<file path="src/inc/uevt_pkg.sv">
package uevt_pkg;
   // register byte offsets on the axi4-lite port
   localparam logic [7:0] ADDR_DATA = 8'h00;
   localparam logic [7:0] ADDR_IER  = 8'h04;
   localparam logic [7:0] ADDR_IIR  = 8'h08;
   localparam logic [7:0] ADDR_FCR  = 8'h0c;
   localparam logic [7:0] ADDR_LCR  = 8'h10;
   localparam logic [7:0] ADDR_MCR  = 8'h14;
   localparam logic [7:0] ADDR_LSR  = 8'h18;
   localparam logic [7:0] ADDR_MSR  = 8'h1c;
   localparam logic [7:0] ADDR_DLL  = 8'h20;
   localparam logic [7:0] ADDR_DLH  = 8'h24;
   // field positions
   localparam int IER_RX   = 0;
   localparam int IER_THE  = 1;
   localparam int IER_LS   = 2;
   localparam int IER_MS   = 3;
   localparam int FCR_EN   = 0;
   localparam int FCR_DMA  = 3;
   localparam int MCR_RTS  = 1;
   localparam int MCR_AFE  = 5;
   localparam int LSR_DR   = 0;
   localparam int LSR_OE   = 1;
   localparam int LSR_FE   = 3;
   localparam int LSR_THE  = 5;
   localparam int LSR_TEMT = 6;
   // reset values and interrupt ident codes
   localparam logic [15:0] DIV_RST = 16'h0001;
   localparam logic [7:0]  IIR_NONE = 8'h01;
   localparam logic [7:0]  IIR_LS   = 8'h06;
   localparam logic [7:0]  IIR_RX   = 8'h04;
   localparam logic [7:0]  IIR_THE  = 8'h02;
   localparam logic [7:0]  IIR_MS   = 8'h00;
   // baud ticks per bit and transmit timing
   localparam int TICKS_BIT  = 16;
   localparam int TICKS_HALF = 8;
   localparam logic [4:0] TX_START_DLY = 5'd8;   // >= 8 baud cycles before start
   localparam logic [3:0] THE_INT_DLY  = 4'd8;   // 8..10 after start begins
   localparam logic [3:0] TRANSMIT_READY_PIN_DLY    = 4'd8;   // within 9 after start
   localparam logic [4:0] FIFO_DEPTH   = 5'd16;
   typedef enum logic [1:0] {UEVT_TRIG_1, UEVT_TRIG_4, UEVT_TRIG_8, UEVT_TRIG_14} uevt_trig_t;
endpackage

</file>
<file path="src/uevt_baud.sv">
module uevt_baud (
   // clock and reset
   input  wire logic        i_clk,
   input  wire logic        i_rst,
   // divisor
   input  wire logic [15:0] i_div,
   // tick
   output logic             o_tick
);
   logic [15:0] cnt_q;

   // a divisor of zero stalls the tick, as a held generator would
   always_ff @(posedge i_clk or posedge i_rst) begin
      if (i_rst) begin
         cnt_q  <= 16'h0000;
         o_tick <= 1'b0;
      end else if (i_div == 16'h0000) begin
         cnt_q  <= 16'h0000;
         o_tick <= 1'b0;
      end else if (cnt_q >= i_div - 16'h0001) begin
         cnt_q  <= 16'h0000;
         o_tick <= 1'b1;
      end else begin
         cnt_q  <= cnt_q + 16'h0001;
         o_tick <= 1'b0;
      end
   end
endmodule // uevt_baud

</file>
<file path="src/uevt_sync.sv">
module uevt_sync #(
   parameter int W = 1
) (
   // clock and reset
   input  wire logic         i_clk,
   input  wire logic         i_rst,
   // async in, settled out
   input  wire logic [W-1:0] i_async,
   output logic [W-1:0]      o_level
);
   logic [W-1:0] s1_q, s2_q, s3_q;

   // s1 only feeds s2; change counts when s2 and s3 agree
   always_ff @(posedge i_clk or posedge i_rst) begin
      if (i_rst) begin
         s1_q    <= '1;
         s2_q    <= '1;
         s3_q    <= '1;
         o_level <= '1;
      end else begin
         s1_q <= i_async;
         s2_q <= s1_q;
         s3_q <= s2_q;
         for (int k = 0; k < W; k++) begin
            if (s2_q[k] == s3_q[k]) begin
               o_level[k] <= s3_q[k];
            end
         end
      end
   end
endmodule // uevt_sync

</file>
<file path="src/uevt_uart.sv">
// Operation
// - rx interrupt and receive-ready active within one rx tick after stop sample
// - after buffer read, pending receive error raises line-status interrupt within one tick
// - baud cycle comes from reference clock and 16-bit divisor bytes
// - first write to idle transmitter starts start bit 8 to 24 baud cycles later
// - holding-empty interrupt 8 to 10 baud cycles after start bit begins
// - holding-empty interrupt 16 to 34 baud cycles after initial write
// - holding write or ident read clears pending holding-empty interrupt
// - transmit-ready returns active within 9 baud cycles after start bit
// - auto-cts: transmit resumes within 24 baud cycles after cts low
// - cts sampled mid stop bit decides next character
// - auto-rts triggers 1,4,8: rts deasserts within 2 cycles of threshold byte
// - auto-rts triggers 1,4,8: rts reasserts within 2 cycles of last byte read
// - trigger 14: rts deasserts within 2 cycles of 16th character first data bit
// - trigger 14: rts reasserts within 2 cycles of last byte read
// - receive-ready pin mode 1 only when fifo enable and dma select both set; transmit-ready pin has no mode 1
// - first byte into empty fifo sets data-ready; later bytes leave it set
// - modem input change raises enabled interrupt; status read clears it
module uevt_uart (
   // clock and reset
   input  wire logic        I_CLK_SYS,
   input  wire logic        I_RST,
   // axi4-lite write
   input  wire logic [7:0]  I_AWADDR,
   input  wire logic        I_AWVALID,
   output logic             O_AWREADY,
   input  wire logic [31:0] I_WDATA,
   input  wire logic [3:0]  I_WSTRB,
   input  wire logic        I_WVALID,
   output logic             O_WREADY,
   output logic [1:0]       O_BRESP,
   output logic             O_BVALID,
   input  wire logic        I_BREADY,
   // axi4-lite read
   input  wire logic [7:0]  I_ARADDR,
   input  wire logic        I_ARVALID,
   output logic             O_ARREADY,
   output logic [31:0]      O_RDATA,
   output logic [1:0]       O_RRESP,
   output logic             O_RVALID,
   input  wire logic        I_RREADY,
   // serial and modem pins
   input  wire logic        I_RX,
   input  wire logic        I_CTS_N,
   input  wire logic        I_DSR_N,
   output logic             O_TX,
   output logic             O_RTS_N,
   // ready pins and interrupt
   output logic             O_TRANSMIT_READY_PIN_N,
   output logic             O_RECEIVE_READY_PIN_N,
   output logic             O_INT
);
   logic        tick;
   logic        rx_s, cts_n_s, dsr_n_s;
   logic [7:0]  ier_q, fcr_q, lcr_q, mcr_q, dll_q, dlh_q;
   logic [7:0]  rx_mem [16];
   logic [3:0]  rd_ptr_q, wr_ptr_q;
   logic [4:0]  cnt_q;
   logic        oe_q, fe_q, lserr_q, the_int_q, ms_int_q;
   logic [1:0]  msr_d_q;
   logic        dsr_prev_q, cts_prev_q;
   logic        aw_q, w_q;
   logic [7:0]  awaddr_q;
   logic [31:0] wdata_q;
   logic        wr_go, rd_go, rd_data, wr_data, rd_iir, rd_msr, rd_lsr;
   logic        fifo_mode, mode1, rts_block;

   uevt_sync #(.W(3)) u_sync (
      .i_clk   (I_CLK_SYS),
      .i_rst   (I_RST),
      .i_async ({I_RX, I_CTS_N, I_DSR_N}),
      .o_level ({rx_s, cts_n_s, dsr_n_s})
   );

   uevt_baud u_baud (
      .i_clk  (I_CLK_SYS),
      .i_rst  (I_RST),
      .i_div  ({dlh_q, dll_q}),
      .o_tick (tick)
   );

   assign fifo_mode = fcr_q[uevt_pkg::FCR_EN];
   assign mode1     = fcr_q[uevt_pkg::FCR_EN] & fcr_q[uevt_pkg::FCR_DMA];

   // ---------------- axi4-lite slave ----------------
   always_ff @(posedge I_CLK_SYS or posedge I_RST) begin
      if (I_RST) begin
         aw_q     <= 1'b0;
         w_q      <= 1'b0;
         awaddr_q  <= 8'h00;
         wdata_q   <= 32'h0000_0000;
         O_BVALID  <= 1'b0;
         O_AWREADY <= 1'b1;
         O_WREADY  <= 1'b1;
      end else begin
         if (I_AWVALID && O_AWREADY) begin
            aw_q      <= 1'b1;
            awaddr_q  <= I_AWADDR;
            O_AWREADY <= 1'b0;
         end
         if (I_WVALID && O_WREADY) begin
            w_q      <= 1'b1;
            wdata_q  <= I_WSTRB[0] ? I_WDATA : 32'h0000_0000;
            O_WREADY <= 1'b0;
         end
         if (wr_go) begin
            aw_q     <= 1'b0;
            w_q      <= 1'b0;
            O_BVALID <= 1'b1;
         end else if (O_BVALID && I_BREADY) begin
            O_BVALID  <= 1'b0;
            O_AWREADY <= 1'b1;
            O_WREADY  <= 1'b1;
         end
      end
   end
   assign O_BRESP   = 2'b00;
   assign wr_go     = aw_q & w_q & ~O_BVALID;
   assign rd_go     = I_ARVALID & O_ARREADY;
   assign wr_data   = wr_go && awaddr_q == uevt_pkg::ADDR_DATA && !lcr_q[7];
   assign rd_data   = rd_go && I_ARADDR == uevt_pkg::ADDR_DATA && !lcr_q[7];
   assign rd_iir    = rd_go && I_ARADDR == uevt_pkg::ADDR_IIR;
   assign rd_lsr    = rd_go && I_ARADDR == uevt_pkg::ADDR_LSR;
   assign rd_msr    = rd_go && I_ARADDR == uevt_pkg::ADDR_MSR;

   always_ff @(posedge I_CLK_SYS or posedge I_RST) begin
      if (I_RST) begin
         ier_q <= 8'h00;
         fcr_q <= 8'h00;
         lcr_q <= 8'h00;
         mcr_q <= 8'h00;
         dll_q <= uevt_pkg::DIV_RST[7:0];
         dlh_q <= uevt_pkg::DIV_RST[15:8];
      end else if (wr_go) begin
         unique case (awaddr_q)
            uevt_pkg::ADDR_DATA: if (lcr_q[7]) dll_q <= wdata_q[7:0];
            uevt_pkg::ADDR_IER:  if (lcr_q[7]) dlh_q <= wdata_q[7:0]; else ier_q <= {4'h0, wdata_q[3:0]};
            uevt_pkg::ADDR_FCR:  fcr_q <= wdata_q[7:0];
            uevt_pkg::ADDR_LCR:  lcr_q <= wdata_q[7:0];
            uevt_pkg::ADDR_MCR:  mcr_q <= {2'b00, wdata_q[5:0]};
            uevt_pkg::ADDR_DLL:  dll_q <= wdata_q[7:0];
            uevt_pkg::ADDR_DLH:  dlh_q <= wdata_q[7:0];
            default: ;
         endcase
      end
   end

   // ---------------- transmitter ----------------
   typedef enum logic [2:0] {UEVT_IDLE, UEVT_WAIT, UEVT_START, UEVT_DATA, UEVT_STOP} uevt_tx_t;
   uevt_tx_t    tx_st_q;
   logic [7:0]  thr_q, tsr_q;
   logic        thr_full_q;
   logic [4:0]  tx_tick_q;
   logic [2:0]  tx_bit_q;
   logic        cts_hold_q;

   always_ff @(posedge I_CLK_SYS or posedge I_RST) begin
      if (I_RST) begin
         tx_st_q    <= UEVT_IDLE;
         thr_q      <= 8'h00;
         tsr_q      <= 8'h00;
         thr_full_q <= 1'b0;
         tx_tick_q  <= 5'd0;
         tx_bit_q   <= 3'd0;
         cts_hold_q <= 1'b0;
         O_TX       <= 1'b1;
      end else begin
         if (wr_data) begin
            thr_q      <= wdata_q[7:0];
            thr_full_q <= 1'b1;
         end
         if (tick) begin
            unique case (tx_st_q)
               UEVT_IDLE: begin
                  tx_tick_q <= 5'd0;
                  if (thr_full_q && !cts_hold_q) tx_st_q <= UEVT_WAIT;
                  else if (cts_hold_q && cts_n_s == 1'b0) cts_hold_q <= 1'b0;
               end
               UEVT_WAIT: begin
                  tx_tick_q <= tx_tick_q + 5'd1;
                  if (tx_tick_q == uevt_pkg::TX_START_DLY - 5'd1) begin
                     tx_st_q    <= UEVT_START;
                     tsr_q      <= thr_q;
                     thr_full_q <= wr_data;
                     tx_tick_q  <= 5'd0;
                     O_TX       <= 1'b0;
                  end
               end
               UEVT_START, UEVT_DATA: begin
                  tx_tick_q <= tx_tick_q + 5'd1;
                  if (tx_tick_q == 5'(uevt_pkg::TICKS_BIT - 1)) begin
                     tx_tick_q <= 5'd0;
                     if (tx_st_q == UEVT_START) begin
                        tx_st_q  <= UEVT_DATA;
                        tx_bit_q <= 3'd0;
                        O_TX     <= tsr_q[0];
                     end else if (tx_bit_q == 3'd7) begin
                        tx_st_q <= UEVT_STOP;
                        O_TX    <= 1'b1;
                     end else begin
                        tx_bit_q <= tx_bit_q + 3'd1;
                        O_TX     <= tsr_q[3'(tx_bit_q + 3'd1)];
                     end
                  end
               end
               UEVT_STOP: begin
                  tx_tick_q <= tx_tick_q + 5'd1;
                  // cts checked at stop midpoint gates the next character
                  if (tx_tick_q == 5'(uevt_pkg::TICKS_HALF)) begin
                     cts_hold_q <= mcr_q[uevt_pkg::MCR_AFE] & cts_n_s;
                  end
                  if (tx_tick_q == 5'(uevt_pkg::TICKS_BIT - 1)) begin
                     tx_st_q   <= UEVT_IDLE;
                     tx_tick_q <= 5'd0;
                  end
               end
               default: tx_st_q <= UEVT_IDLE;
            endcase
         end
      end
   end

   // holding-empty interrupt: set 8 ticks into the start bit, clear by write or ident read
   always_ff @(posedge I_CLK_SYS or posedge I_RST) begin
      if (I_RST) begin
         the_int_q <= 1'b0;
         O_TRANSMIT_READY_PIN_N <= 1'b0;
      end else begin
         if (tick && tx_st_q == UEVT_START && tx_tick_q[3:0] == uevt_pkg::THE_INT_DLY - 4'd1 && !thr_full_q)
            the_int_q <= 1'b1;
         else if (wr_data || rd_iir)
            the_int_q <= 1'b0;
         if (wr_data)
            O_TRANSMIT_READY_PIN_N <= 1'b1;
         else if (tick && tx_st_q == UEVT_START && tx_tick_q[3:0] == uevt_pkg::TRANSMIT_READY_PIN_DLY - 4'd1)
            O_TRANSMIT_READY_PIN_N <= thr_full_q;
      end
   end

   // ---------------- receiver ----------------
   typedef enum logic [1:0] {UEVT_RIDLE, UEVT_RSTART, UEVT_RDATA, UEVT_RSTOP} uevt_rx_t;
   uevt_rx_t   rx_st_q;
   logic [4:0] rx_tick_q;
   logic [2:0] rx_bit_q;
   logic [7:0] rx_sh_q;
   logic       push;
   logic [4:0] trig_lvl;

   always_comb begin
      unique case (uevt_pkg::uevt_trig_t'(fcr_q[7:6]))
         uevt_pkg::UEVT_TRIG_1: trig_lvl = 5'd1;
         uevt_pkg::UEVT_TRIG_4: trig_lvl = 5'd4;
         uevt_pkg::UEVT_TRIG_8: trig_lvl = 5'd8;
         uevt_pkg::UEVT_TRIG_14: trig_lvl = 5'd14;
      endcase
   end

   always_ff @(posedge I_CLK_SYS or posedge I_RST) begin
      if (I_RST) begin
         rx_st_q   <= UEVT_RIDLE;
         rx_tick_q <= 5'd0;
         rx_bit_q  <= 3'd0;
         rx_sh_q   <= 8'h00;
         push      <= 1'b0;
         fe_q      <= 1'b0;
      end else begin
         push <= 1'b0;
         if (tick) begin
            rx_tick_q <= rx_tick_q + 5'd1;
            unique case (rx_st_q)
               UEVT_RIDLE: begin
                  rx_tick_q <= 5'd0;
                  if (!rx_s) rx_st_q <= UEVT_RSTART;
               end
               UEVT_RSTART: if (rx_tick_q == 5'(uevt_pkg::TICKS_HALF - 1)) begin
                  rx_tick_q <= 5'd0;
                  rx_bit_q  <= 3'd0;
                  rx_st_q   <= rx_s ? UEVT_RIDLE : UEVT_RDATA; // false start rejected
               end
               UEVT_RDATA: if (rx_tick_q == 5'(uevt_pkg::TICKS_BIT - 1)) begin
                  rx_tick_q <= 5'd0;
                  rx_sh_q   <= {rx_s, rx_sh_q[7:1]};
                  rx_bit_q  <= rx_bit_q + 3'd1;
                  if (rx_bit_q == 3'd7) rx_st_q <= UEVT_RSTOP;
               end
               UEVT_RSTOP: if (rx_tick_q == 5'(uevt_pkg::TICKS_BIT - 1)) begin
                  push    <= 1'b1;
                  fe_q    <= ~rx_s;
                  rx_st_q <= UEVT_RIDLE;
               end
            endcase
         end
      end
   end

   // fifo storage and flags; a same-cycle push and pop leave the count unchanged
   always_ff @(posedge I_CLK_SYS or posedge I_RST) begin
      if (I_RST) begin
         rd_ptr_q  <= 4'h0;
         wr_ptr_q  <= 4'h0;
         cnt_q     <= 5'd0;
         oe_q      <= 1'b0;
         lserr_q   <= 1'b0;
      end else begin
         if (push && (cnt_q < (fifo_mode ? uevt_pkg::FIFO_DEPTH : 5'd1) || (rd_data && cnt_q != 5'd0))) begin
            rx_mem[wr_ptr_q] <= rx_sh_q;
            wr_ptr_q         <= wr_ptr_q + 4'h1;
         end
         if (push && !(rd_data && cnt_q != 5'd0) && cnt_q < (fifo_mode ? uevt_pkg::FIFO_DEPTH : 5'd1))
            cnt_q <= cnt_q + 5'd1;
         else if (!push && rd_data && cnt_q != 5'd0)
            cnt_q <= cnt_q - 5'd1;
         if (rd_data && cnt_q != 5'd0) rd_ptr_q <= rd_ptr_q + 4'h1;
         if (push && cnt_q == (fifo_mode ? uevt_pkg::FIFO_DEPTH : 5'd1) && !rd_data) oe_q <= 1'b1;
         else if (rd_lsr) oe_q <= 1'b0;
         // pending error surfaces once the buffer read lands
         if (rd_data && (fe_q || oe_q)) lserr_q <= 1'b1;
         else if (rd_lsr) lserr_q <= 1'b0;
      end
   end

   // auto-rts: block at threshold (or 16th char at level 14), release when empty
   assign rts_block = (trig_lvl == 5'd14) ?
                      (rx_st_q == UEVT_RDATA && cnt_q >= 5'd15) || cnt_q >= uevt_pkg::FIFO_DEPTH :
                      (cnt_q >= trig_lvl);
   always_ff @(posedge I_CLK_SYS or posedge I_RST) begin
      if (I_RST) begin
         O_RTS_N <= 1'b1;
      end else if (mcr_q[uevt_pkg::MCR_AFE] && fifo_mode) begin
         if (rts_block) O_RTS_N <= 1'b1;
         else if (cnt_q == 5'd0) O_RTS_N <= ~mcr_q[uevt_pkg::MCR_RTS];
      end else begin
         O_RTS_N <= ~mcr_q[uevt_pkg::MCR_RTS];
      end
   end

   // receive-ready pin: mode 0 on any byte, mode 1 on trigger level
   always_ff @(posedge I_CLK_SYS or posedge I_RST) begin
      if (I_RST) O_RECEIVE_READY_PIN_N <= 1'b1;
      else O_RECEIVE_READY_PIN_N <= mode1 ? (cnt_q + {4'h0, push} < trig_lvl) : (cnt_q == 5'd0 && !push);
   end

   // modem status change
   always_ff @(posedge I_CLK_SYS or posedge I_RST) begin
      if (I_RST) begin
         cts_prev_q <= 1'b1;
         dsr_prev_q <= 1'b1;
         msr_d_q    <= 2'b00;
         ms_int_q   <= 1'b0;
      end else begin
         cts_prev_q <= cts_n_s;
         dsr_prev_q <= dsr_n_s;
         if (cts_prev_q != cts_n_s || dsr_prev_q != dsr_n_s) begin
            msr_d_q  <= msr_d_q | {dsr_prev_q != dsr_n_s, cts_prev_q != cts_n_s};
            ms_int_q <= 1'b1;
         end else if (rd_msr) begin
            msr_d_q  <= 2'b00;
            ms_int_q <= 1'b0;
         end
      end
   end

   // ---------------- read path and interrupt ----------------
   function automatic logic [7:0] uevt_iir(input logic [7:0] ier, input logic ls, input logic rx,
                                           input logic th, input logic ms);
      if (ier[uevt_pkg::IER_LS] && ls)       uevt_iir = uevt_pkg::IIR_LS;
      else if (ier[uevt_pkg::IER_RX] && rx)  uevt_iir = uevt_pkg::IIR_RX;
      else if (ier[uevt_pkg::IER_THE] && th) uevt_iir = uevt_pkg::IIR_THE;
      else if (ier[uevt_pkg::IER_MS] && ms)  uevt_iir = uevt_pkg::IIR_MS;
      else                                   uevt_iir = uevt_pkg::IIR_NONE;
   endfunction

   logic [7:0] iir_now;
   logic       rx_avail;
   assign rx_avail = fifo_mode ? (cnt_q + {4'h0, push} >= trig_lvl) : (cnt_q != 5'd0 || push);
   assign iir_now  = uevt_iir(ier_q, lserr_q, rx_avail, the_int_q, ms_int_q);

   always_ff @(posedge I_CLK_SYS or posedge I_RST) begin
      if (I_RST) begin
         O_RVALID  <= 1'b0;
         O_RDATA   <= 32'h0000_0000;
         O_INT     <= 1'b0;
         O_ARREADY <= 1'b1;
      end else begin
         O_INT <= ~iir_now[0];
         if (rd_go) begin
            O_RVALID  <= 1'b1;
            O_ARREADY <= 1'b0;
            unique case (I_ARADDR)
               uevt_pkg::ADDR_DATA: O_RDATA <= {24'h0, lcr_q[7] ? dll_q : rx_mem[rd_ptr_q]};
               uevt_pkg::ADDR_IER:  O_RDATA <= {24'h0, lcr_q[7] ? dlh_q : ier_q};
               uevt_pkg::ADDR_IIR:  O_RDATA <= {24'h0, fifo_mode ? 2'b11 : 2'b00, iir_now[5:0]};
               uevt_pkg::ADDR_LCR:  O_RDATA <= {24'h0, lcr_q};
               uevt_pkg::ADDR_MCR:  O_RDATA <= {24'h0, mcr_q};
               uevt_pkg::ADDR_LSR:  O_RDATA <= {24'h0, 1'b0, tx_st_q == UEVT_IDLE && !thr_full_q, !thr_full_q,
                                                2'b00, fe_q, oe_q, cnt_q != 5'd0};
               uevt_pkg::ADDR_MSR:  O_RDATA <= {24'h0, 2'b00, ~dsr_n_s, ~cts_n_s, 2'b00, msr_d_q};
               uevt_pkg::ADDR_DLL:  O_RDATA <= {24'h0, dll_q};
               uevt_pkg::ADDR_DLH:  O_RDATA <= {24'h0, dlh_q};
               default:             O_RDATA <= 32'h0000_0000;
            endcase
         end else if (O_RVALID && I_RREADY) begin
            O_RVALID  <= 1'b0;
            O_ARREADY <= 1'b1;
         end
      end
   end
   assign O_RRESP = 2'b00;
endmodule // uevt_uart
</file>
<file path="config.mk">
export PLATFORM = sky130hd
export DESIGN_NAME = uevt_uart
export DESIGN_NICKNAME = d
export VERILOG_FILES = /design/src/inc/uevt_pkg.sv /design/src/uevt_baud.sv /design/src/uevt_sync.sv /design/src/uevt_uart.sv
export SDC_FILE = /design/constraint.sdc
export NUM_CORES = 1
export LEC_CHECK = 0
export BUFFER_PORTS_ARGS = -buffer_cell sky130_fd_sc_hd__buf_2
export CELL_PAD_IN_SITES_DETAIL_PLACEMENT = 0
export CELL_PAD_IN_SITES_GLOBAL_PLACEMENT = 1
export CORE_ASPECT_RATIO = 1.75
export CORE_UTILIZATION = 40
export DETAILED_ROUTE_END_ITERATION = 8
export PLACE_DENSITY_LB_ADDON = 0.1
export SLEW_MARGIN = 0
export SYNTH_ARGS = -nofsm -noshare
export SYNTH_HDL_FRONTEND = slang
export SYNTH_SLANG_ARGS = --single-unit
</file>
<file path="constraint.sdc">
create_clock -name I_CLK_SYS -period 12 [get_ports I_CLK_SYS]
set_input_delay 3.6 -clock I_CLK_SYS [delete_from_list [all_inputs] [get_ports I_CLK_SYS]]
set_output_delay 3.6 -clock I_CLK_SYS [all_outputs]
set_load 0.01 [all_outputs]
</file>
* Word level (Yosys, flattened, before mapping)
Memories as Yosys holds them, arrays and structs flattened.
Cells that the tools add are included.
W data, S select, Z words.
** Storage, ports and cells
- Bits in registers :: 201
- Memories :: 1
- Input port bits :: 62
- Memory bits (writable) :: 128
- Word-level logic and storage cells :: 328
** Memory list
- rx_mem :: words 16, width 8, read ports 1, clocked after Yosys merged registers in 0, write ports 1, RTL line uevt_uart.sv:56 : logic [7:0] rx_mem [16];
** Cells by class
- Multiplexer cells :: 98
- Bitwise operators :: 13
- Equality and inequality tests :: 56
- $add $sub $neg :: 11
- Order comparisons :: 8
- Reduce and logical (&&, ||, !) cells :: 89
** Operator list (number)
- $pmux W8 S9 :: 1
- $mux W1 :: 51
- $eq A8 B5 Y1 const B :: 6
- $mux W3 :: 12
- $mux W5 :: 7
- $logic_and A1 B1 Y1 :: 34
- $eq A8 B6 Y1 const B :: 4
- $mux W16 :: 2
- $mux W8 :: 4
- $pmux W8 S2 :: 2
- $pmux W5 S3 :: 2
- $reduce_bool A2 Y1 :: 15
- $ne A2 B2 Y1 const B :: 14
- $eq A5 B4 Y1 const B :: 4
- $mux W2 :: 10
- $pmux W5 S4 :: 1
- $reduce_and A3 Y1 :: 6
- $add A16 B1 Y16 const B :: 1
- $eq A8 B3 Y1 const B :: 2
- $eq A8 B4 Y1 const B :: 2
- $ge A16 B16 Y1 :: 1
- $logic_not A16 Y1 :: 1
- $logic_not A8 Y1 :: 2
- $sub A16 B1 Y16 const B :: 1
- other kinds (44) :: 90

* Depth between registers and ports, before layout
- Depth in word-level cells :: 9
- Depth in mapped cells :: 14
- Depth with buffers taken out :: 13

* Hierarchy
A second synthesis with hierarchy kept.
** Unflattened totals
- Cell total of the unflattened synthesis :: 1101
- Area, all modules :: 14411.3 µm²
** Modules (own cells, without submodules)
- uevt_uart :: cells each 929, instances 1, area an instance 12587.1 µm²
- uevt_baud :: cells each 156, instances 1, area an instance 1471.4 µm²
- uevt_sync :: cells each 16, instances 1, area an instance 352.8 µm²

* Worst setup path before layout
No wires, ideal clock.
- Path kind :: input-to-reg
- From :: input I_RST
- To :: memory rx_mem[3][0] (enable)
- Cell stages on the path :: 4
- Data required time :: 11617 ps
- Path slack :: 3181 ps
- Data arrival time :: 8435 ps
- Library setup time :: 383 ps
- Cell sequence :: inv_1 -> o211a_1 -> nand2_1 -> nor3_1
** On the way
- Cells in the longest elaborated chain, start to end :: 3
** Ends and longest elaborated chain
- start: declaration :: RTL line uevt_uart.sv:22 : input wire logic I_RST,
- $logic_not A1 Y1 (no line)
- $logic_and A1 B1 Y1 (implied by the code) :: RTL line uevt_uart.sv:306 : rx_mem[wr_ptr_q] <= rx_sh_q;
- $mux W1 (implied by the code) :: RTL line uevt_uart.sv:306
- end: declaration :: RTL line uevt_uart.sv:56
Every way passes these cells.

* Worst setup path in the final report
- From :: input I_ARADDR[5]
- To :: memory rx_mem[6][7] (enable)
** On the way
- Cells in the longest elaborated chain, start to end :: 9
** Ends and longest elaborated chain
- start: declaration :: RTL line uevt_uart.sv:35 : input wire logic [7:0] I_ARADDR,
- $logic_not A8 Y1 :: RTL line uevt_uart.sv:121 : assign rd_data = rd_go && I_ARADDR == uevt_pkg::ADDR_DATA && !lcr_q[7];
- $logic_and A1 B1 Y1 (2 in series) :: RTL line uevt_uart.sv:121
- $logic_and A1 B1 Y1 :: RTL line uevt_uart.sv:305 : if (push && (cnt_q < (fifo_mode ? uevt_pkg::FIFO_DEPTH : 5'd1) || (rd_data && cnt_q != 5'd0))) begin
- $logic_or A1 B1 Y1 :: RTL line uevt_uart.sv:305
- $logic_and A1 B1 Y1 :: RTL line uevt_uart.sv:305
- $mux W1 :: RTL line uevt_uart.sv:305
- $logic_and A1 B1 Y1 (implied by the code) :: RTL line uevt_uart.sv:306
- $mux W1 (implied by the code) :: RTL line uevt_uart.sv:306
Every way passes these cells.

==> run metrics <==
run status=completed; vias=8728; GRT overflow=0; switch share=0.273; vias in the first global route=a little over 9000; Int Pwr=between 1.5 and 2 mW; worst r2r src=cnt_q[1]; CTS Buf Count=29; diode count=0; Clock Sinks=approximately 300; Yosys top cell by area=edfxtp_1; VDD IR max=0.000107 V; combinational power share=0.123; WL/cell=between 20 and 25 um; Worst Hold Class=reg2reg; Die X=around 150 um; remaining antenna violation count=0; dpl hpwl=between 20000 and 30000 um; ys async rst share=0.575; synth top area cells=edfxtp_1 (27%), dfrtp_1 (27%), mux2_2 (6.4%); DIE HEIGHT=around 250 um; Slew @ Worst Pin=between 1 and 1.5 ns; final setup margin=5.74 ns; clock transition at the registers of the reported paths=around 0.060 ns; CTS tree=yes; final setup fails=0; clock root cell=clkbuf_16; count of nets after finishing=1280; pre-CTS setup slack=approximately 5 ns; DRC viols=0; Hold-fix buffers, CTS=0; setup TNS=0 ns; hold depth=0; Initial Utilization=0.406; Tot GR Track Use=0.196; post-synthesis sequential area ratio=0.571; Routed WL=about 35000 um; routability cong.=0.845; number of synthesized register bits=roughly 300; worst stage delay on the critical path=around 0.76 ns; sequential share of power=0.512; reg2reg path depth=9; Syn. warnings=0; Rel. slew slack=0.283; row cnt=91; Area Overhead vs Synth=10.7%; FF-to-FF setup slack=a little under 9 ns; achievable clock frequency=about 160 MHz; Post-synth top cells=dfrtp_1 (152), edfxtp_1 (128), nand2_1 (102); I/O pins=108; final number of max-transition violations=0; Power Dens Cells=151 nW/um^2; Iter 0 DRT Violations=about 330; fraction of synthesized cell area taken by the top area cell type=0.268; clock power share=0.365; initial antenna violation count=0; Pre-Repair DR Iteration Count=4; Crit path arrival time=6.44 ns; Crit Path Max Fanout=13; DR vias/cell=5.28; max cap viols=0; PostCTS Resize Cnt=0; Mapped Cells=between 1000 and 1500; Clock Skews=just over 0.01 ns; unrepaired setup endpoints after global routing=no; cell with the most instances after synthesis=dfrtp_1; Synth Cell Area=between 10000 and 15000 um^2; Post-CTS Setup Bufs=0; Netlist cell types=73; H-tree lvl count=1; min cycle time layout=approximately 6.3 ns; critical path data required time=~12 ns; Clock Latency Late Sink=between 0.5 and 0.6 ns; hold path startpoint=u_sync.s1_q[2]; hold endpoint=u_sync.s2_q[2]; Core ar.=between 30000 and 40000 um^2; P_sw=approximately 0.65 mW; Primary FF master, synth=dfrtp_1; Post-synth EDFFs=128; CP Launch Type=primary input; die area=36700 um^2; pin count of the biggest net entering global routing=between 90 and 100; Worst path slowest cell=nor2_1; # port buffers=52; worst path cell trace=buf_2 > or4_1 > nor3_4 > and3_1 > o211a_1 > nand2_1 > nor2_1; FF-to-FF End=cnt_q[4]; Leak Pwr=6.99 nW; crit path capture type=flip-flop; Hold Vio Cnt, Final=0; Mean Syn Cell Area=12.8 um^2; Final Cycle Share=0.522; share of post-route cells with drive strength above 1=0.212; global-route wire length before repair=54500 um; Setup CP Type=in2reg; Max Root-Sink Buffers=3
## area by class of cell
class / instances / area (um^2)
inverters: 39 / 154
clock buffers: 40 / 767
flip-flops and latches: 301 / 8200
repair buffers: 62 / 335
clock inverters: 13 / 118
well taps: 465 / 582
fillers: 3328 / 19400
multi-input cells: 734 / 5720
## kinds of logic (layout without fill, tap and decap cells)
kind of cell,Yosys count,count (layout),share of synthesized area
AND/OR/NAND/NOR,313,313,0.107
flip-flops,301,301,0.571
AO/OA/AOI/OAI,158,158,0.0739
multiplexers,139,139,0.137
buffers and inverters,110,154,0.0374
adder cells (fa/ha/maj),54,54,0.0471
XOR/XNOR,42,42,0.0256
other,1,28,0.000261
## routing by layer
metal	share of wire	global-route usage
met3	0.028	0.0244
met5	0	0
met4	0.042	0.0875
met1	0.37	0.208
met2	0.56	0.383
## per-stage QoR
step	cell area, um^2	std cells	util	power (mW)	hold WS (ns)
after floorplan	14400	1145	-	1.43	0.345
after global placement	15000	1601	0.425	1.55	0.347
after detailed placement	15000	1601	0.425	1.55	0.351
after CTS	15900	1654	0.450	2.44	0.360
after global routing	15900	1654	0.450	2.52	0.361
final	15900	1654	0.450	2.40	0.358
## layout by cell type, fill, tap and decap left out, drive strengths merged, types with 14 or more instances in the layout
cell / count
dfrtp: 152
conb: 28
xor2: 14
edfxtp: 128
clkbuf: 40
ha: 50
mux2i: 19
nand2: 102
mux2: 83
a21oi: 31
nor3: 23
inv: 38
xnor2: 28
buf: 62
nand3: 34
dfstp: 21
mux4: 37
o21ai: 41
nor2: 69
## worst max-delay path, delay by kind of cell
| kind | cells | cell delay [ns] |
|---|---|---|
| buffers and inverters | 1 | 0.18 |
| AO/OA/AOI/OAI | 1 | 0.30 |
| AND/OR/NAND/NOR | 5 | 2.36 |
## worst max-delay path by stage
| stage | end | start | cells past startpoint | slack [ns] |
|---|---|---|---|---|
| after floorplan | rx_mem[3][0] | I_RST | 4 | 3.18 |
| after global placement | rx_mem[14][5] | I_ARADDR[5] | 7 | 5.16 |
| after detailed placement | rx_mem[7][7] | I_ARADDR[5] | 7 | 5.14 |
| after CTS | rx_mem[7][0] | I_ARADDR[5] | 7 | 5.73 |
| after global routing | rx_mem[14][0] | I_ARADDR[5] | 7 | 5.57 |
| final | rx_mem[6][7] | I_ARADDR[5] | 7 | 5.74 |
## power by group through the flow
stage / registers [mW] / clock network [mW] / logic [mW]
after floorplan: 1.20 / 0 / 0.227
after global placement: 1.25 / 0 / 0.298
after detailed placement: 1.25 / 0 / 0.302
after CTS: 1.23 / 0.904 / 0.303
after global routing: 1.24 / 0.942 / 0.338
final: 1.23 / 0.876 / 0.295
## state kept, by name, summed over array words and instances (netlist names), 4 cells and up, named ones only
name and count:
O_RDATA 8, wdata_q 8, rd_ptr_q 4, dll_q 8, rx_tick_q 5, cnt_q 5, dlh_q 8, ier_q 4
thr_q 8, tx_tick_q 5, lcr_q 8, wr_ptr_q 4, mcr_q 6, rx_mem 128, u_baud.cnt_q 16, fcr_q 4
tsr_q 8, rx_sh_q 8, awaddr_q 8
Power figures use the tool's default switching activity.
